## src/design/sol_defs.svh

```systemverilog
// Constants for the strap option loader: offsets, fields, resets, timing.
// Assumes inclusion by bare name from the loader's design files.
`ifndef SOL_DEFS_SVH
`define SOL_DEFS_SVH

// Register offsets on the plain register port (byte addresses)
`define SOL_OFF_BMCR     8'h00
`define SOL_OFF_ANAR     8'h04
`define SOL_OFF_ADDR     8'h08
`define SOL_OFF_STRAP    8'h0C

// Basic mode control fields
`define SOL_BMCR_RST     15
`define SOL_BMCR_SPD     13
`define SOL_BMCR_ANE     12
`define SOL_BMCR_DPX     8
// Advertisement field, four capability bits
`define SOL_ANAR_LSB     5
`define SOL_ANAR_MSB     8
// Address control fields
`define SOL_ADDR_ISO     5
`define SOL_ADDR_FIB     6

// Internal pull directions: fiber_n, autoneg_enable_strap, mode_hi, mode_lo, addr[4:0]
`define SOL_STRAP_PULL   9'h1E1
// Reset value of the captured strap word before any capture
`define SOL_STRAP_RST    9'h000

// Settling time of pins after reset release, and the clock period
`define SOL_SETTLE_NS    100
`define SOL_CLK_NS       20
// Least time rounds up to whole cycles
`define SOL_SETTLE_CYC   ((`SOL_SETTLE_NS + `SOL_CLK_NS - 1) / `SOL_CLK_NS)

`endif

```

## src/design/sol_pkg.sv

```systemverilog
// Types shared by the strap option loader files.
// Assumes sol_defs.svh holds all numeric constants.
package sol_pkg;

   // Raw strap word, one bit per strap pin
   typedef struct packed {
      logic       fiber_n;   // Zero selects fiber
      logic       autoneg_enable_strap;     // Auto-negotiation enable strap
      logic       mode_hi;   // High mode strap
      logic       mode_lo;   // Low mode strap
      logic [4:0] addr;      // Management address strap
   } sol_straps_t;

   // Decoded initial configuration
   typedef struct packed {
      logic       isolate;   // Strapped address was zero
      logic       fiber;     // Fiber mode
      logic       autoneg_enable_strap;     // Negotiate
      logic       speed100;  // 100 Mb/s
      logic       duplex;    // Full duplex
      logic [3:0] advert;    // 100FD, 100HD, 10FD, 10HD
   } sol_cfg_t;

   // Loader sequence
   typedef enum logic [1:0] {
      SOL_WAIT,
      SOL_LOAD,
      SOL_RUN
   } sol_state_t;

endpackage

```

## src/design/sol_sync.sv

```systemverilog
// Two-flop synchroniser for a bus of independent level inputs.
// Assumes each bit is a slow static level, such as a strap pin.
`timescale 1ns/1ps
module sol_sync #(
   parameter int W = 9     // Number of bits
) (
   // Clock and reset
   input  wire logic         clk_i,
   input  wire logic         nrst_i,
   // Levels
   input  wire logic [W-1:0] d_i,
   output logic      [W-1:0] q_o
);

   logic [W-1:0] meta_reg;   // First stage, read only by second stage

   // Two stages; bits are independent so no word coherence is needed
   always_ff @(posedge clk_i or negedge nrst_i) begin
      if (!nrst_i) begin
         meta_reg <= '0;
         q_o      <= '0;
      end else begin
         meta_reg <= d_i;
         q_o      <= meta_reg;
      end
   end

endmodule

```

## src/design/sol_decode.sv

```systemverilog
// Decodes a captured strap word into the initial configuration.
// Assumes the strap word is stable; purely combinational.
`timescale 1ns/1ps
module sol_decode
   import sol_pkg::*;
(
   // Captured straps
   input  wire sol_straps_t straps_i,
   // Decoded configuration
   output sol_cfg_t         cfg_o
);

   // Named decode terms
   wire       fiber_w  = ~straps_i.fiber_n;
   wire       an_w     = straps_i.autoneg_enable_strap & ~fiber_w;
   wire [1:0] mode_w   = {straps_i.mode_hi, straps_i.mode_lo};
   wire [3:0] onehot_w = 4'h1 << mode_w;

   // Fiber ignores autoneg_enable_strap and mode_hi: 100 Mb/s, duplex from mode_lo
   // Copper: hi picks speed, lo picks duplex, forced or advertised
   assign cfg_o.isolate  = (straps_i.addr == 5'h00);
   assign cfg_o.fiber    = fiber_w;
   assign cfg_o.autoneg_enable_strap    = an_w;
   assign cfg_o.speed100 = fiber_w | straps_i.mode_hi;
   assign cfg_o.duplex   = straps_i.mode_lo;
   // Advertise only the selected capability when negotiating
   assign cfg_o.advert   = an_w ? onehot_w : 4'h0;

endmodule

```

## src/design/sol_loader.sv

```systemverilog
// Strap option loader: captures strap pins after hardware reset,
// loads the initial configuration, reloads it on software reset.
// Assumes strap pins are held by board resistors or internal pulls
// and that strap_ext_i tells which pins carry an external resistor.
`timescale 1ns/1ps
`include "sol_defs.svh"

////////////////////////////////////////////////////////////////////
// Behaviour
// - Sample all straps at power-up and hardware reset
// - Software reset reloads captured values, no resample
// - Latch five address straps into address register
// - Strapped address zero selects MII isolate
// - Writing address zero never selects isolate
// - Unresisted address defaults to one
// - autoneg_enable_strap picks negotiate or forced with mode straps
// - Copy negotiation straps into control and advertisement
// - Unresisted negotiation straps read all ones
// - Fiber: low mode strap picks duplex, 100 only
// - Fiber ignores autoneg_enable_strap, mode_hi; never negotiates
// - Copper forced: hi speed, lo duplex
// - Fiber with low strap zero is half duplex
module sol_loader
   import sol_pkg::*;
#(
   parameter int SETTLE_CYC = `SOL_SETTLE_CYC  // Pin settling cycles
) (
   // Clock and hardware reset
   input  wire logic         clk_i,
   input  wire logic         nrst_i,
   // Strap pins and board resistor presence
   input  wire logic [8:0]   strap_pin_i,
   input  wire logic [8:0]   strap_ext_i,
   // Register port
   input  wire logic [7:0]   reg_addr_i,
   input  wire logic [15:0]  reg_wdata_i,
   input  wire logic         reg_we_i,
   input  wire logic         reg_re_i,
   output logic      [15:0]  reg_rdata_o,
   // Configuration to the transceiver core
   output logic      [4:0]   mgmt_addr_o,
   output logic              isolate_o,
   output logic              fiber_mode_o,
   output logic              an_enable_o,
   output logic              speed100_o,
   output logic              full_duplex_o,
   output logic      [3:0]   advert_o,
   output logic              strap_valid_o
);

   ////////////////////////////////////////////////////////////////
   // Declarations
   logic [17:0] sync_w;            // Synchronised pins and masks
   logic [8:0]  pin_s;             // Synchronised pin levels
   logic [8:0]  ext_s;             // Synchronised resistor mask
   sol_straps_t resolved_w;        // Level each strap actually shows
   sol_straps_t strap_reg;         // Captured straps
   sol_straps_t strap_next;
   sol_cfg_t    cfg_w;             // Decoded configuration
   sol_state_t  state_reg;         // Loader sequence
   sol_state_t  state_next;
   logic [7:0]  cnt_reg;           // Settling counter
   logic [7:0]  cnt_next;
   logic [15:0] rdata_next;        // Read data, one cycle later

   // Settling target cut to the counter width
   localparam logic [7:0] SETTLE = 8'(SETTLE_CYC);

   ////////////////////////////////////////////////////////////////
   // Pin synchroniser: pins are asynchronous to clk_i
   sol_sync #(
      .W (18)
   ) u_sync (
      .clk_i  (clk_i),
      .nrst_i (nrst_i),
      .d_i    ({strap_ext_i, strap_pin_i}),
      .q_o    (sync_w)
   );
   assign pin_s = sync_w[8:0];
   assign ext_s = sync_w[17:9];

   // Without a board resistor the internal pull decides the level
   assign resolved_w = (pin_s & ext_s)
                     | (`SOL_STRAP_PULL & ~ext_s);

   // Decoder
   sol_decode u_decode (
      .straps_i (strap_reg),
      .cfg_o    (cfg_w)
   );

   ////////////////////////////////////////////////////////////////
   // Register port decode
   wire sel_bmcr  = (reg_addr_i == `SOL_OFF_BMCR);
   wire sel_anar  = (reg_addr_i == `SOL_OFF_ANAR);
   wire sel_addr  = (reg_addr_i == `SOL_OFF_ADDR);
   wire sel_strap = (reg_addr_i == `SOL_OFF_STRAP);
   wire running   = (state_reg == SOL_RUN);
   // Writes before the first load are dropped; nothing is set yet
   wire wr_bmcr   = reg_we_i & sel_bmcr & running;
   wire wr_anar   = reg_we_i & sel_anar & running;
   wire wr_addr   = reg_we_i & sel_addr & running;
   // Software reset wins over the field write in the same cycle
   wire sw_rst    = wr_bmcr & reg_wdata_i[`SOL_BMCR_RST];
   wire loading   = (state_reg == SOL_LOAD);
   wire settled   = (cnt_reg >= SETTLE) && (cnt_reg >= 8'h02); // Sync first

   ////////////////////////////////////////////////////////////////
   // Sequence: wait for pins to settle, capture once, load, run
   always_comb begin
      state_next = state_reg;
      cnt_next   = cnt_reg;
      strap_next = strap_reg;
      case (state_reg)
         SOL_WAIT: begin
            // Only leaving hardware reset brings us here
            if (settled) begin
               strap_next = resolved_w;
               state_next = SOL_LOAD;
            end else begin
               cnt_next = cnt_reg + 8'h01;
            end
         end
         SOL_LOAD: begin
            state_next = SOL_RUN;
         end
         SOL_RUN: begin
            // Reload from the captured word, pins are not looked at
            if (sw_rst) begin
               state_next = SOL_LOAD;
            end
         end
         default: begin
            state_next = SOL_WAIT;
         end
      endcase
   end

   // Sequence registers; captures change only in SOL_WAIT
   always_ff @(posedge clk_i or negedge nrst_i) begin
      if (!nrst_i) begin
         state_reg <= SOL_WAIT;
         cnt_reg   <= 8'h00;
         strap_reg <= `SOL_STRAP_RST;
      end else begin
         state_reg <= state_next;
         cnt_reg   <= cnt_next;
         strap_reg <= strap_next;
      end
   end

   ////////////////////////////////////////////////////////////////
   // Address control register and isolate
   always_ff @(posedge clk_i or negedge nrst_i) begin
      if (!nrst_i) begin
         mgmt_addr_o <= 5'h00;
         isolate_o   <= 1'b0;
      end else if (loading) begin
         mgmt_addr_o <= strap_reg.addr;
         isolate_o   <= cfg_w.isolate;
      end else if (wr_addr) begin
         // Isolate is left alone: a written zero does not isolate
         mgmt_addr_o <= reg_wdata_i[4:0];
      end
   end

   ////////////////////////////////////////////////////////////////
   // Basic mode control fields
   always_ff @(posedge clk_i or negedge nrst_i) begin
      if (!nrst_i) begin
         fiber_mode_o  <= 1'b0;
         an_enable_o   <= 1'b0;
         speed100_o    <= 1'b0;
         full_duplex_o <= 1'b0;
      end else if (loading) begin
         fiber_mode_o  <= cfg_w.fiber;
         an_enable_o   <= cfg_w.autoneg_enable_strap;
         speed100_o    <= cfg_w.speed100;
         full_duplex_o <= cfg_w.duplex;
      end else if (wr_bmcr && !sw_rst) begin
         // Fiber never negotiates and stays at 100 Mb/s
         an_enable_o   <= reg_wdata_i[`SOL_BMCR_ANE] & ~fiber_mode_o;
         speed100_o    <= reg_wdata_i[`SOL_BMCR_SPD] | fiber_mode_o;
         full_duplex_o <= reg_wdata_i[`SOL_BMCR_DPX];
      end
   end

   ////////////////////////////////////////////////////////////////
   // Advertisement register and capture flag
   always_ff @(posedge clk_i or negedge nrst_i) begin
      if (!nrst_i) begin
         advert_o      <= 4'h0;
         strap_valid_o <= 1'b0;
      end else if (loading) begin
         advert_o      <= cfg_w.advert;
         strap_valid_o <= 1'b1;
      end else if (wr_anar) begin
         advert_o <= reg_wdata_i[`SOL_ANAR_MSB:`SOL_ANAR_LSB];
      end
   end

   ////////////////////////////////////////////////////////////////
   // Read path: data only in the cycle after the strobe, else zero
   always_comb begin
      rdata_next = 16'h0000;
      if (!reg_re_i) begin
         rdata_next = 16'h0000;
      end else if (sel_bmcr) begin
         rdata_next[`SOL_BMCR_SPD] = speed100_o;
         rdata_next[`SOL_BMCR_ANE] = an_enable_o;
         rdata_next[`SOL_BMCR_DPX] = full_duplex_o;
      end else if (sel_anar) begin
         rdata_next[`SOL_ANAR_MSB:`SOL_ANAR_LSB] = advert_o;
      end else if (sel_addr) begin
         rdata_next[4:0]          = mgmt_addr_o;
         rdata_next[`SOL_ADDR_ISO] = isolate_o;
         rdata_next[`SOL_ADDR_FIB] = fiber_mode_o;
      end else if (sel_strap) begin
         rdata_next[8:0] = strap_reg;
      end
   end

   // Read data register
   always_ff @(posedge clk_i or negedge nrst_i) begin
      if (!nrst_i) begin
         reg_rdata_o <= 16'h0000;
      end else begin
         reg_rdata_o <= rdata_next;
      end
   end
endmodule

```

## config.mk

```make
export PLATFORM = sky130hd
export DESIGN_NAME = sol_loader
export DESIGN_NICKNAME = d
export VERILOG_FILES = /design/src/design/sol_pkg.sv /design/src/design/sol_sync.sv /design/src/design/sol_decode.sv /design/src/design/sol_loader.sv
export VERILOG_INCLUDE_DIRS = /design/src /design/src/design
export SDC_FILE = /design/constraint.sdc
export NUM_CORES = 1
export LEC_CHECK = 0
export BUFFER_PORTS_ARGS = -buffer_cell sky130_fd_sc_hd__buf_4
export CORE_ASPECT_RATIO = 0.8
export CORE_MARGIN = 1.5
export CORE_UTILIZATION = 47
export CTS_CLUSTER_SIZE = 25
export DETAILED_ROUTE_END_ITERATION = 12
export GPL_TIMING_DRIVEN = 0
export PLACE_DENSITY = 0.75
export SYNTH_ARGS = -nofsm -noshare
export SYNTH_HDL_FRONTEND = slang
export SYNTH_SLANG_ARGS = --single-unit
export TNS_END_PERCENT = 10
```

## constraint.sdc

```tcl
create_clock -name clk_i -period 1.8 [get_ports clk_i]
set_clock_uncertainty 0.05 [all_clocks]
set_input_delay 0.36 -clock clk_i [delete_from_list [all_inputs] [get_ports clk_i]]
set_output_delay 0.36 -clock clk_i [all_outputs]
set_load 0.1 [all_outputs]
```

== Word-level counts from Yosys, hierarchy flattened ==
Cells that the tools add are included.
Storage, ports and cells
  register bits after elaboration: 81
  latch bits: 0
  RAM bits: 0
  memory bits (read-only): 0
  input bits: 46
  output and inout bits: 31
  memories: 0
Operators by class
  add/sub/neg operators: 1
  multipliers: 0
  divide/modulo/power cells: 0
  magnitude comparators: 2
  equality and inequality tests: 7
  shift operators: 1
  multiplexer cells: 24
  bitwise logic cells: 17
  reductions and logical operators: 12
Operator list (count)
  2-to-1 mux 9 bit: 2
  equality test 8 x 4 -> 1 bit, second input constant: 2
  2-to-1 mux 4 bit: 4
  2-to-1 mux 5 bit: 3
  2-to-1 mux 2 bit: 5
  AND 1 bit: 9
  AND 9 bit: 1
  NOT 9 bit: 1
  OR 9 bit: 1
  adder 8 x 1 -> 8 bit, second input constant: 1
  equality test 8 x 3 -> 1 bit, second input constant: 1
  greater-or-equal comparator 8 x 2 -> 1 bit, second input constant: 1
  greater-or-equal comparator 8 x 3 -> 1 bit, second input constant: 1
  zero test 8 bit: 1
  2-to-1 mux 8 bit: 1
  2-to-1 mux 1 bit: 7
  2-to-1 mux 7 bit: 1
  case mux 2 bit (3 select lines): 1
  AND reduction 2 bit: 3
  nonzero test 2 bit: 3
  zero test 5 bit: 1
  left shift 1 x 2 -> 4 bit, first input constant: 1
  NOT 1 bit: 3
  equality test 2 x 1 -> 1 bit, second input constant: 1
  7 further kinds: 9

== Depth between registers and ports, before layout ==
Gate-level depths: netlist (run 1).
  depth in word-level cells: 8
  gate-level depth with buffers: 7
  mapped depth without buffers: 6

== Modules after synthesis ==
Synthesis (run 1) repeated with hierarchy kept, for this count alone.
Second synthesis, totals
  cell total of the unflattened synthesis: 246
  area, all modules: 3088.0 sq um
Modules (own cells, without submodules)
  sol_loader: times used 1, cells an instance 195, area each 2109.5 sq um, sequential area each 1126.1 sq um
  sol_sync: times used 1, cells an instance 36, area each 900.9 sq um, sequential area each 900.9 sq um
  sol_decode: times used 1, cells an instance 15, area each 77.6 sq um, sequential area each 0.0 sq um

== Least setup slack after synthesis (run 1) ==
No wires, ideal clock.
  path kind: register to register
  from: register state_reg[0]
  to: register mgmt_addr_o[1]
  data arrival time: 1776 ps
  data required time: 1674 ps
  path slack: -103 ps
  stages on the path, launching flop included: 6
  buffers on the path: 1
  clock period less this slack: 1903 ps
  path through: dfrtp_1 or4b_1 or3_1 buf_6 mux2_4 o21ai_2
On the way
  longest elaborated chain between the ends: 3
Ends and longest elaborated chain
  start: declaration: RTL line sol_loader.sv:60  | sol_state_t state_reg;
  start signal: assignment: RTL line sol_loader.sv:146  | state_reg <= state_next;
  equality test 2 bit: RTL line sol_loader.sv:98  | wire running = (state_reg == SOL_RUN);
  AND 1 bit: RTL line sol_loader.sv:102  | wire wr_addr = reg_we_i & sel_addr & running;
  nonzero test 2 bit (no source line)
  end signal: assignment: RTL line sol_loader.sv:159  | mgmt_addr_o <= strap_reg.addr;
  end signal: assignment: RTL line sol_loader.sv:163  | mgmt_addr_o <= reg_wdata_i[4:0];
  end: declaration: RTL line sol_loader.sv:41  | output logic [4:0] mgmt_addr_o,
Parallel ways exist; a longest one is shown, timed or not.
A chain may end at the register's enable or synchronous reset.

== Worst setup path after layout (run 1) ==
  from: register state_reg[0]
  to: register advert_o[1]
On the way
  longest elaborated chain between the ends: 3
Ends and longest elaborated chain
  equality test 2 bit: RTL line sol_loader.sv:98
  AND 1 bit: RTL line sol_loader.sv:101  | wire wr_anar = reg_we_i & sel_anar & running;
  nonzero test 2 bit (no source line)
  end signal: assignment: RTL line sol_loader.sv:195  | advert_o <= cfg_w.advert;
  end signal: assignment: RTL line sol_loader.sv:198  | advert_o <= reg_wdata_i[`SOL_ANAR_MSB:`SOL_ANAR_LSB];
  end: declaration: RTL line sol_loader.sv:47  | output logic [3:0] advert_o,
Parallel ways exist; a longest one is shown, timed or not.

==> flow_metrics.tcl, run 1 <==
set metrics [dict create \
    outcome "finished, violations left" \
    violations "setup timing" \
    power_switching_mw 1.67 \
    setup.worst_path.start "state_reg[0]" \
    cp_num_cells 4 \
    max_freq_ghz 0.531 \
    yosysUniqueCellTypes 39 \
    slew_headroom 0.349 \
    synth-seq-cells 81 \
    synth_async_sr_flop_share 1.00 \
    diodes 0 \
    crit_path_end "advert_o[1]" \
    route.final.wire_length_um 6090 \
    slowest_stage "or4b_4" \
    drtIter0Drc 92 \
    seq_area_frac_synth 0.660 \
    first_pass_grt_wire_length_um 9600 \
    timing.reg2reg.worst_path_depth 4 \
    syn_avg_cell_area_sq_um 13.0 \
    vias_per_cell 4.95 \
    share_of_layout_cells_above_drive_strength_1 0.390 \
    worstMarginPinSlew_ps 977 \
    postLayoutSetupSlackWorst_ps -84.0 \
    route.antenna.remaining_nets 0 \
    areaGrowthSynthToFinish_pct 30.0 \
    period_needed_ps 1880 \
    synth-warning-count 0 \
    design.die.area_sq_um 7030 \
    cts.reportedPaths.clkPinSlew_ps 80 \
    worst_setup_path_end_kind "flop" \
    grt_pass1_vias 2036 \
    seqPwrFrac 0.457 \
    rsz_0062_raised_after_global_routing "true" \
    route.detailed.wl_per_inst_um 14.8 \
    slew_viol_final 0 \
    cts_inserted_buffers 9 \
    h_tree_depth 3 \
    dpl-instance-area_sq_um 3690 \
    rows 26 \
    postLayoutCoreUtil 0.629 \
    total_leakage_power_nw 2.00 \
    internal_power_of_the_cells_mw 3.20 \
    crit_path_category "flop to flop" \
    fp.coreArea_sq_um 6340 \
    drc 0 \
    crit-reg2reg-launch "state_reg[0]" \
    place.detailed.instances 390 \
    final-setup-viol-count 14 \
    critical-path-max-stage-delay_ps 560 \
    cts.sinks 81 \
    holdCritPathClass "primary input to flop" \
    cellPowerDensity_nw_per_um2 1220 \
    drt-pass1-iter-count 4 \
    netlist_area_sq_um 3070 \
    cp_cell_sequence "or4b_4 > nor2_1 > a31o_2 > mux2_2" \
    number_of_max_cap_violations 0 \
    start_util 0.484 \
    overflow_left_after_global_routing 0 \
    largest_net_degree_at_the_start_of_global_routing 82 \
    layout.nets 372 \
    min_period_over_period 1.05 \
    power.combinational.fraction 0.274 \
    cp-start-kind "flop" \
    predominant_post_synthesis_flop_cell "dfrtp_1" \
    cp.buffers_inverters 0 \
    ctsRootBufferMaster "clkbuf_8" \
    hpwl_um 4150 \
    cts-root-to-sink-buffers 2 \
    clk-insertion-delay-late_ps 340 \
    timing.reg2reg.setup_slack_ps -80 \
    sw_share 0.343 \
    numPortBuffers 66 \
    cts_tree "yes" \
    floorplan.io_pins 77 \
    cell_class_contributing_the_biggest_share_of_worst_path_delay "simple AND/OR/NAND/NOR gates" \
    worst-path-max-fanout 4 \
    peakVddDrop_mv 0.599 \
    cp_data_arrival_time_ps 2060 \
    global_placer_s_final_weighted_congestion 0.832 \
    num_vias 2040 \
    synth_cells 236 \
    clock_power_share 0.269 \
    layout.filler_cells 499 \
    instances_no_fill 412 \
    timing.rr.end "advert_o[1]" \
    final_hold_viol_count 0 \
    grt_antenna_before_repair 0 \
    track_usage 0.187 \
    die-width_um 93.4 \
    design_area_sq_um 3990 \
    synth-edff-count 0 \
    worst_path_required_ps 1980 \
    die_height_um 75.3 \
]
per-stage QoR:
step	setup WS [ps]	setup TNS [ps]	hold WS, ps	total power [mW]
3_5_place_dp	-318	-3470	285	3.43
2_1_floorplan	-61.4	-490	14.4	3.08
5_1_grt	-110	-1400	38.9	5.09
6_report	-84.0	-691	63.6	4.87
3_3_place_gp	-263	-2890	283	3.39
4_1_cts	-35.4	-230	46.1	4.88
layout make-up:
type	instances	area, sq um	share of cell area
buffer	16	86.3	0.0216
clock buffer	9	124	0.0310
clock inverter	7	78.8	0.0198
inverter	7	26.3	0.00659
multi-input combinational	135	990	0.248
sequential	81	2030	0.508
tap	84	105	0.0263
timing repair buffer	73	552	0.138
worst min path at each step:
stage / depth (start not counted) / slack, ps / to / start
finish: 1 / 60 / u_sync.meta_reg[12] / strap_ext_i[3]
global route: 1 / 40 / u_sync.meta_reg[1] / strap_pin_i[1]
CTS: 1 / 50 / u_sync.meta_reg[4] / strap_pin_i[4]
detailed placement: 0 / 280 / u_sync.q_o[15] / u_sync.meta_reg[15]
global placement: 0 / 280 / u_sync.q_o[5] / u_sync.meta_reg[5]
floorplan: 0 / 10 / advert_o[0] / nrst_i
routing by layer:
layer / up-vias / global-route usage / wire (um)
li1: 962 / - / -
met2: 66 / 0.303 / 2990
met5: - / 0 / 0
met1: 1001 / 0.237 / 2670
met4: 0 / 0.0943 / 110
met3: 11 / 0.0529 / 316
synthesized netlist by cell type, types with 3 or more instances:
cell | number | area share
dfrtp_1 | 81 | 0.66
nand2_1 | 24 | 0.029
nor2_1 | 15 | 0.018
mux2i_1 | 13 | 0.042
clkbuf_1 | 9 | 0.011
mux2_2 | 8 | 0.029
inv_1 | 7 | 0.0086
nand2b_1 | 7 | 0.014
nand3_1 | 7 | 0.011
buf_4 | 5 | 0.012
mux2_1 | 5 | 0.018
and3_1 | 4 | 0.0081
mux2_4 | 4 | 0.020
nor2b_1 | 4 | 0.0081
o21ai_0 | 4 | 0.0065
o21ai_2 | 4 | 0.011
ha_1 | 3 | 0.012
what timing repair did:
| action | CTS | global route |
|---|---|---|
| setup buffers | 7 | 0 |
| endpoints found under the setup margin | 20 | 25 |
| resized for setup | 11 | 8 |
| hold buffers | 0 | 0 |
| pin swaps | 3 | 1 |
cell usage in the layout (no fill, tap or decap), types with 2 or more instances in the layout:
cell,Yosys,routed
a21o_1,2,2
a22o_1,2,2
a22oi_1,2,2
a31oi_1,2,2
and3_1,4,4
buf_4,5,78
clkbuf_1,9,6
clkbuf_2,0,3
clkbuf_8,0,9
clkinvlp_4,0,3
conb_1,1,5
dfrtp_1,81,80
ha_1,3,3
inv_1,7,7
inv_6,0,2
mux2_2,8,8
mux2_4,4,9
mux2i_1,13,13
nand2_1,24,23
nand2b_1,7,7
nand3_1,7,7
nand4_1,2,2
nor2_1,15,15
nor2b_1,4,4
nor3_1,2,2
o21ai_0,4,4
o21ai_2,4,4
or4_4,0,2
xnor2_1,2,2
cell families (layout without fill, tap and decap cells):
kind of cell / after synthesis / in the layout / share of synthesized area
buffers and inverters: 24 / 112 / 0.0383
AOI/OAI and AO/OA: 20 / 20 / 0.0501
adders and majority gates: 3 / 3 / 0.0122
xor gates and xnor gates: 2 / 2 / 0.00571
muxes: 30 / 30 / 0.110
other: 1 / 5 / 0.00122
DFF: 81 / 81 / 0.660
and+or+nand+nor: 75 / 75 / 0.123
power groups by stage:
stage,clock network [mW],registers [mW],logic (mW)
3_3_place_gp,0,2.24,1.15
5_1_grt,1.41,2.25,1.43
4_1_cts,1.34,2.21,1.32
6_report,1.31,2.22,1.33
2_1_floorplan,0,2.58,0.496
3_5_place_dp,0,2.26,1.18
Note: power is estimated with default switching activity, not from simulation.
==> inputs of run 2 (changes only) <==
--- a/config.mk
+++ b/config.mk
@@ -12,9 +12,11 @@
 export CORE_UTILIZATION = 47
 export CTS_CLUSTER_SIZE = 25
 export DETAILED_ROUTE_END_ITERATION = 12
+export GPL_ROUTABILITY_DRIVEN = 0
 export GPL_TIMING_DRIVEN = 0
 export PLACE_DENSITY = 0.75
 export SYNTH_ARGS = -nofsm -noshare
 export SYNTH_HDL_FRONTEND = slang
+export SYNTH_HIERARCHICAL = 1
 export SYNTH_SLANG_ARGS = --single-unit
 export TNS_END_PERCENT = 10
==> run 2 against run 1 <==
  * The flow now finishes without violations
  * Register-to-register slack better by 140 ps
  * Routed wire length shrank 6.0%
  * Final area down 0.69%
  * Largest cell class unchanged
  * Largest power group unchanged
  * Highest routed layer unchanged
==> flow_metrics.tcl, run 2 <==
set metrics [dict create \
    synth-seq-cells 81 \
    synthSimpleGateAreaFrac 0.138 \
    first_pass_grt_wire_length_um 9490 \
    syn_avg_cell_area_sq_um 12.6 \
    synth_adder_area_share 0.0122 \
    number_of_max_cap_violations 0 \
    clk-insertion-delay-late_ps 340 \
    layout.cells.most_common "dfrtp_1" \
    die-width_um 93.6 \
    overflow_left_after_global_routing 0 \
    die_height_um 75.5 \
    synth_area_in_compound_gates 0.0519 \
    hpwl_um 4100 \
    areaGrowthSynthToFinish_pct 28.3 \
    cp-start-kind "flop" \
    cts.sinks 81 \
    fp.coreArea_sq_um 6380 \
    synth.area.mux_share 0.0912 \
    yosysTopAreaCellShare 0.656 \
    start_util 0.484 \
    route.detailed.wl_per_inst_um 13.7 \
    share_of_layout_cells_above_drive_strength_1 0.372 \
    slew_headroom 0.353 \
    floorplan.io_pins 77 \
    dpl-instance-area_sq_um 3710 \
    route.antenna.remaining_nets 0 \
    synth.top_cells.by_area "dfrtp_1 66%, mux2_2 6.2%, nand2_1 4.6%" \
    route.final.wire_length_um 5720 \
    worst_setup_path_end_kind "flop" \
    synth_cells 246 \
    cp_data_arrival_time_ps 1920 \
    setup_total_negative_slack_ps 0 \
    synth_xor_xnor_area_share 0.00567 \
    yosysUniqueCellTypes 40 \
    cts_hold_bufs 0 \
    min_period_over_period 0.968 \
    synth_top_family_by_area "simple AND/OR/NAND/NOR gates" \
    cellPowerDensity_nw_per_um2 1050 \
    rows 26 \
    wl_met2_um 2770 \
    grt_pass1_vias 1997 \
    timing.reg2reg.setup_slack_ps 60 \
    synth_async_sr_flop_share 1.00 \
    cts-root-to-sink-buffers 2 \
    peakVddDrop_mv 0.452 \
    setup.worst_path.start "cnt_reg[7]" \
    drtIter0Drc 118 \
    drc 0 \
    cts_tree "yes" \
    h_tree_depth 3 \
    layout.filler_cells 530 \
    most_used_standard_cell_by_instance_count_after_synthesis "dfrtp_1" \
    rsz_0062_raised_after_global_routing "true" \
    num_vias 2032 \
    synth_cell_count_leaders "81 x dfrtp_1, 38 x nand2_1, 17 x mux2_2" \
    netlist.top_cell.by_area "dfrtp_1" \
    cts_inserted_buffers 9 \
    crit_path_end "strap_reg[0]" \
    timing.rr.end "strap_reg[0]" \
    total_leakage_power_nw 1.95 \
    largest_net_degree_at_the_start_of_global_routing 82 \
    topRoutingLayerUsed "met4" \
    drt-pass1-iter-count 4 \
    ctsRootBufferMaster "clkbuf_8" \
    crit-reg2reg-launch "cnt_reg[7]" \
    postLayoutSetupSlackWorst_ps 57.0 \
    numPortBuffers 66 \
    final_hold_viol_count 0 \
    worst-path-max-fanout 6 \
    design_area_sq_um 3960 \
    layout.nets 378 \
    crit_path_category "flop to flop" \
    predominant_post_synthesis_flop_cell "dfrtp_1" \
    drt-met1-wl_um 2520 \
    grt_antenna_before_repair 0 \
    timing.reg2reg.worst_path_depth 4 \
    track_usage 0.181 \
    max_freq_ghz 0.574 \
    design.die.area_sq_um 7070 \
    netlist_area_sq_um 3090 \
    synth-edff-count 0 \
    worst_path_required_ps 1980 \
    cts.reportedPaths.clkPinSlew_ps 80 \
    setup_ws_pre_cts_ps -573 \
    worstMarginPinSlew_ps 971 \
    met3_wirelength_um 387 \
    diodes 0 \
    slew_viol_final 0 \
    final-setup-viol-count 0 \
    final_cell_mix "81 x dfrtp_1, 75 x buf_4, 38 x nand2_1, 17 x mux2_2, 14 x nor2_1" \
    outcome "complete, no violations" \
    holdCritPathClass "primary input to flop" \
    seq_area_frac_synth 0.656 \
    period_needed_ps 1740 \
    vias_per_cell 4.87 \
    synth-warning-count 6 \
]
-- run 2: cell type report --
type | instances | area (sq um) | area share
Sequential cell | 81 | 2030 | 0.512
Multi-Input combinational cell | 142 | 986 | 0.249
Timing Repair Buffer | 68 | 523 | 0.132
Clock buffer | 10 | 128 | 0.0322
Tap cell | 84 | 105 | 0.0265
Buffer | 18 | 103 | 0.0259
Clock inverter | 5 | 57.6 | 0.0145
Inverter | 9 | 33.8 | 0.00853
-- run 2: worst min-delay path by stage --
stage / from / to / slack, ps / cells after the start
finish: strap_pin_i[1] / u_sync/meta_reg[1] / 70 / 1
global route: strap_ext_i[1] / u_sync/meta_reg[10] / 50 / 1
CTS: strap_pin_i[1] / u_sync/meta_reg[1] / 60 / 1
detailed placement: u_sync/meta_reg[8] / u_sync/q_o[8] / 280 / 0
global placement: u_sync/meta_reg[10] / u_sync/q_o[10] / 280 / 0
floorplan: nrst_i / advert_o[0] / 10 / 0
-- run 2: power by group --
| group | internal [mW] | total, mW | switching, mW |
|---|---|---|---|
| clock network | 0.633 | 1.22 | 0.591 |
| logic | 0.349 | 0.851 | 0.502 |
| registers | 1.96 | 2.08 | 0.123 |
-- run 2: critical path, cell delays in order, from the launching register on --
cell and delay, ps:
dfrtp_1 380, or4_4 580, a211oi_4 240, nor2_4 120
mux2_2 280
-- run 2: repair_timing --
| action | 4_1_cts | 5_1_grt |
|---|---|---|
| buffers inserted | 2 | 0 |
| endpoints found under the setup margin | 20 | 23 |
| gates resized for setup | 3 | 7 |
| pin swaps | 3 | 4 |
| gates cloned | 0 | 0 |
-- run 2: cells by family (layout without fill, tap and decap cells) --
group                      count (synthesis)  count (layout)
AOI/OAI and AO/OA                         18              18
other                                      1               5
muxes                                     26              26
buffers and inverters                     27             110
DFF                                       81              81
xor gates and xnor gates                   2               2
and+or+nand+nor                           88              88
adders and majority gates                  3               3
-- run 2: per-layer routing --
layer,vias to the layer above,global-route usage
li1,972,-
met1,986,0.237
met2,69,0.295
met3,5,0.0569
met4,0,0.0564
met5,-,0
-- run 2: through the flow --
stage | power [mW] | instances | hold WS (ps) | utilization
after floorplan | 2.66 | 250 | 14.4 | -
after global placement | 2.86 | 400 | 283 | 0.581
after detailed placement | 2.90 | 400 | 285 | 0.581
after CTS | 4.17 | 417 | 55.0 | 0.617
after global routing | 4.38 | 417 | 48.5 | 0.621
final | 4.16 | 417 | 69.9 | 0.621
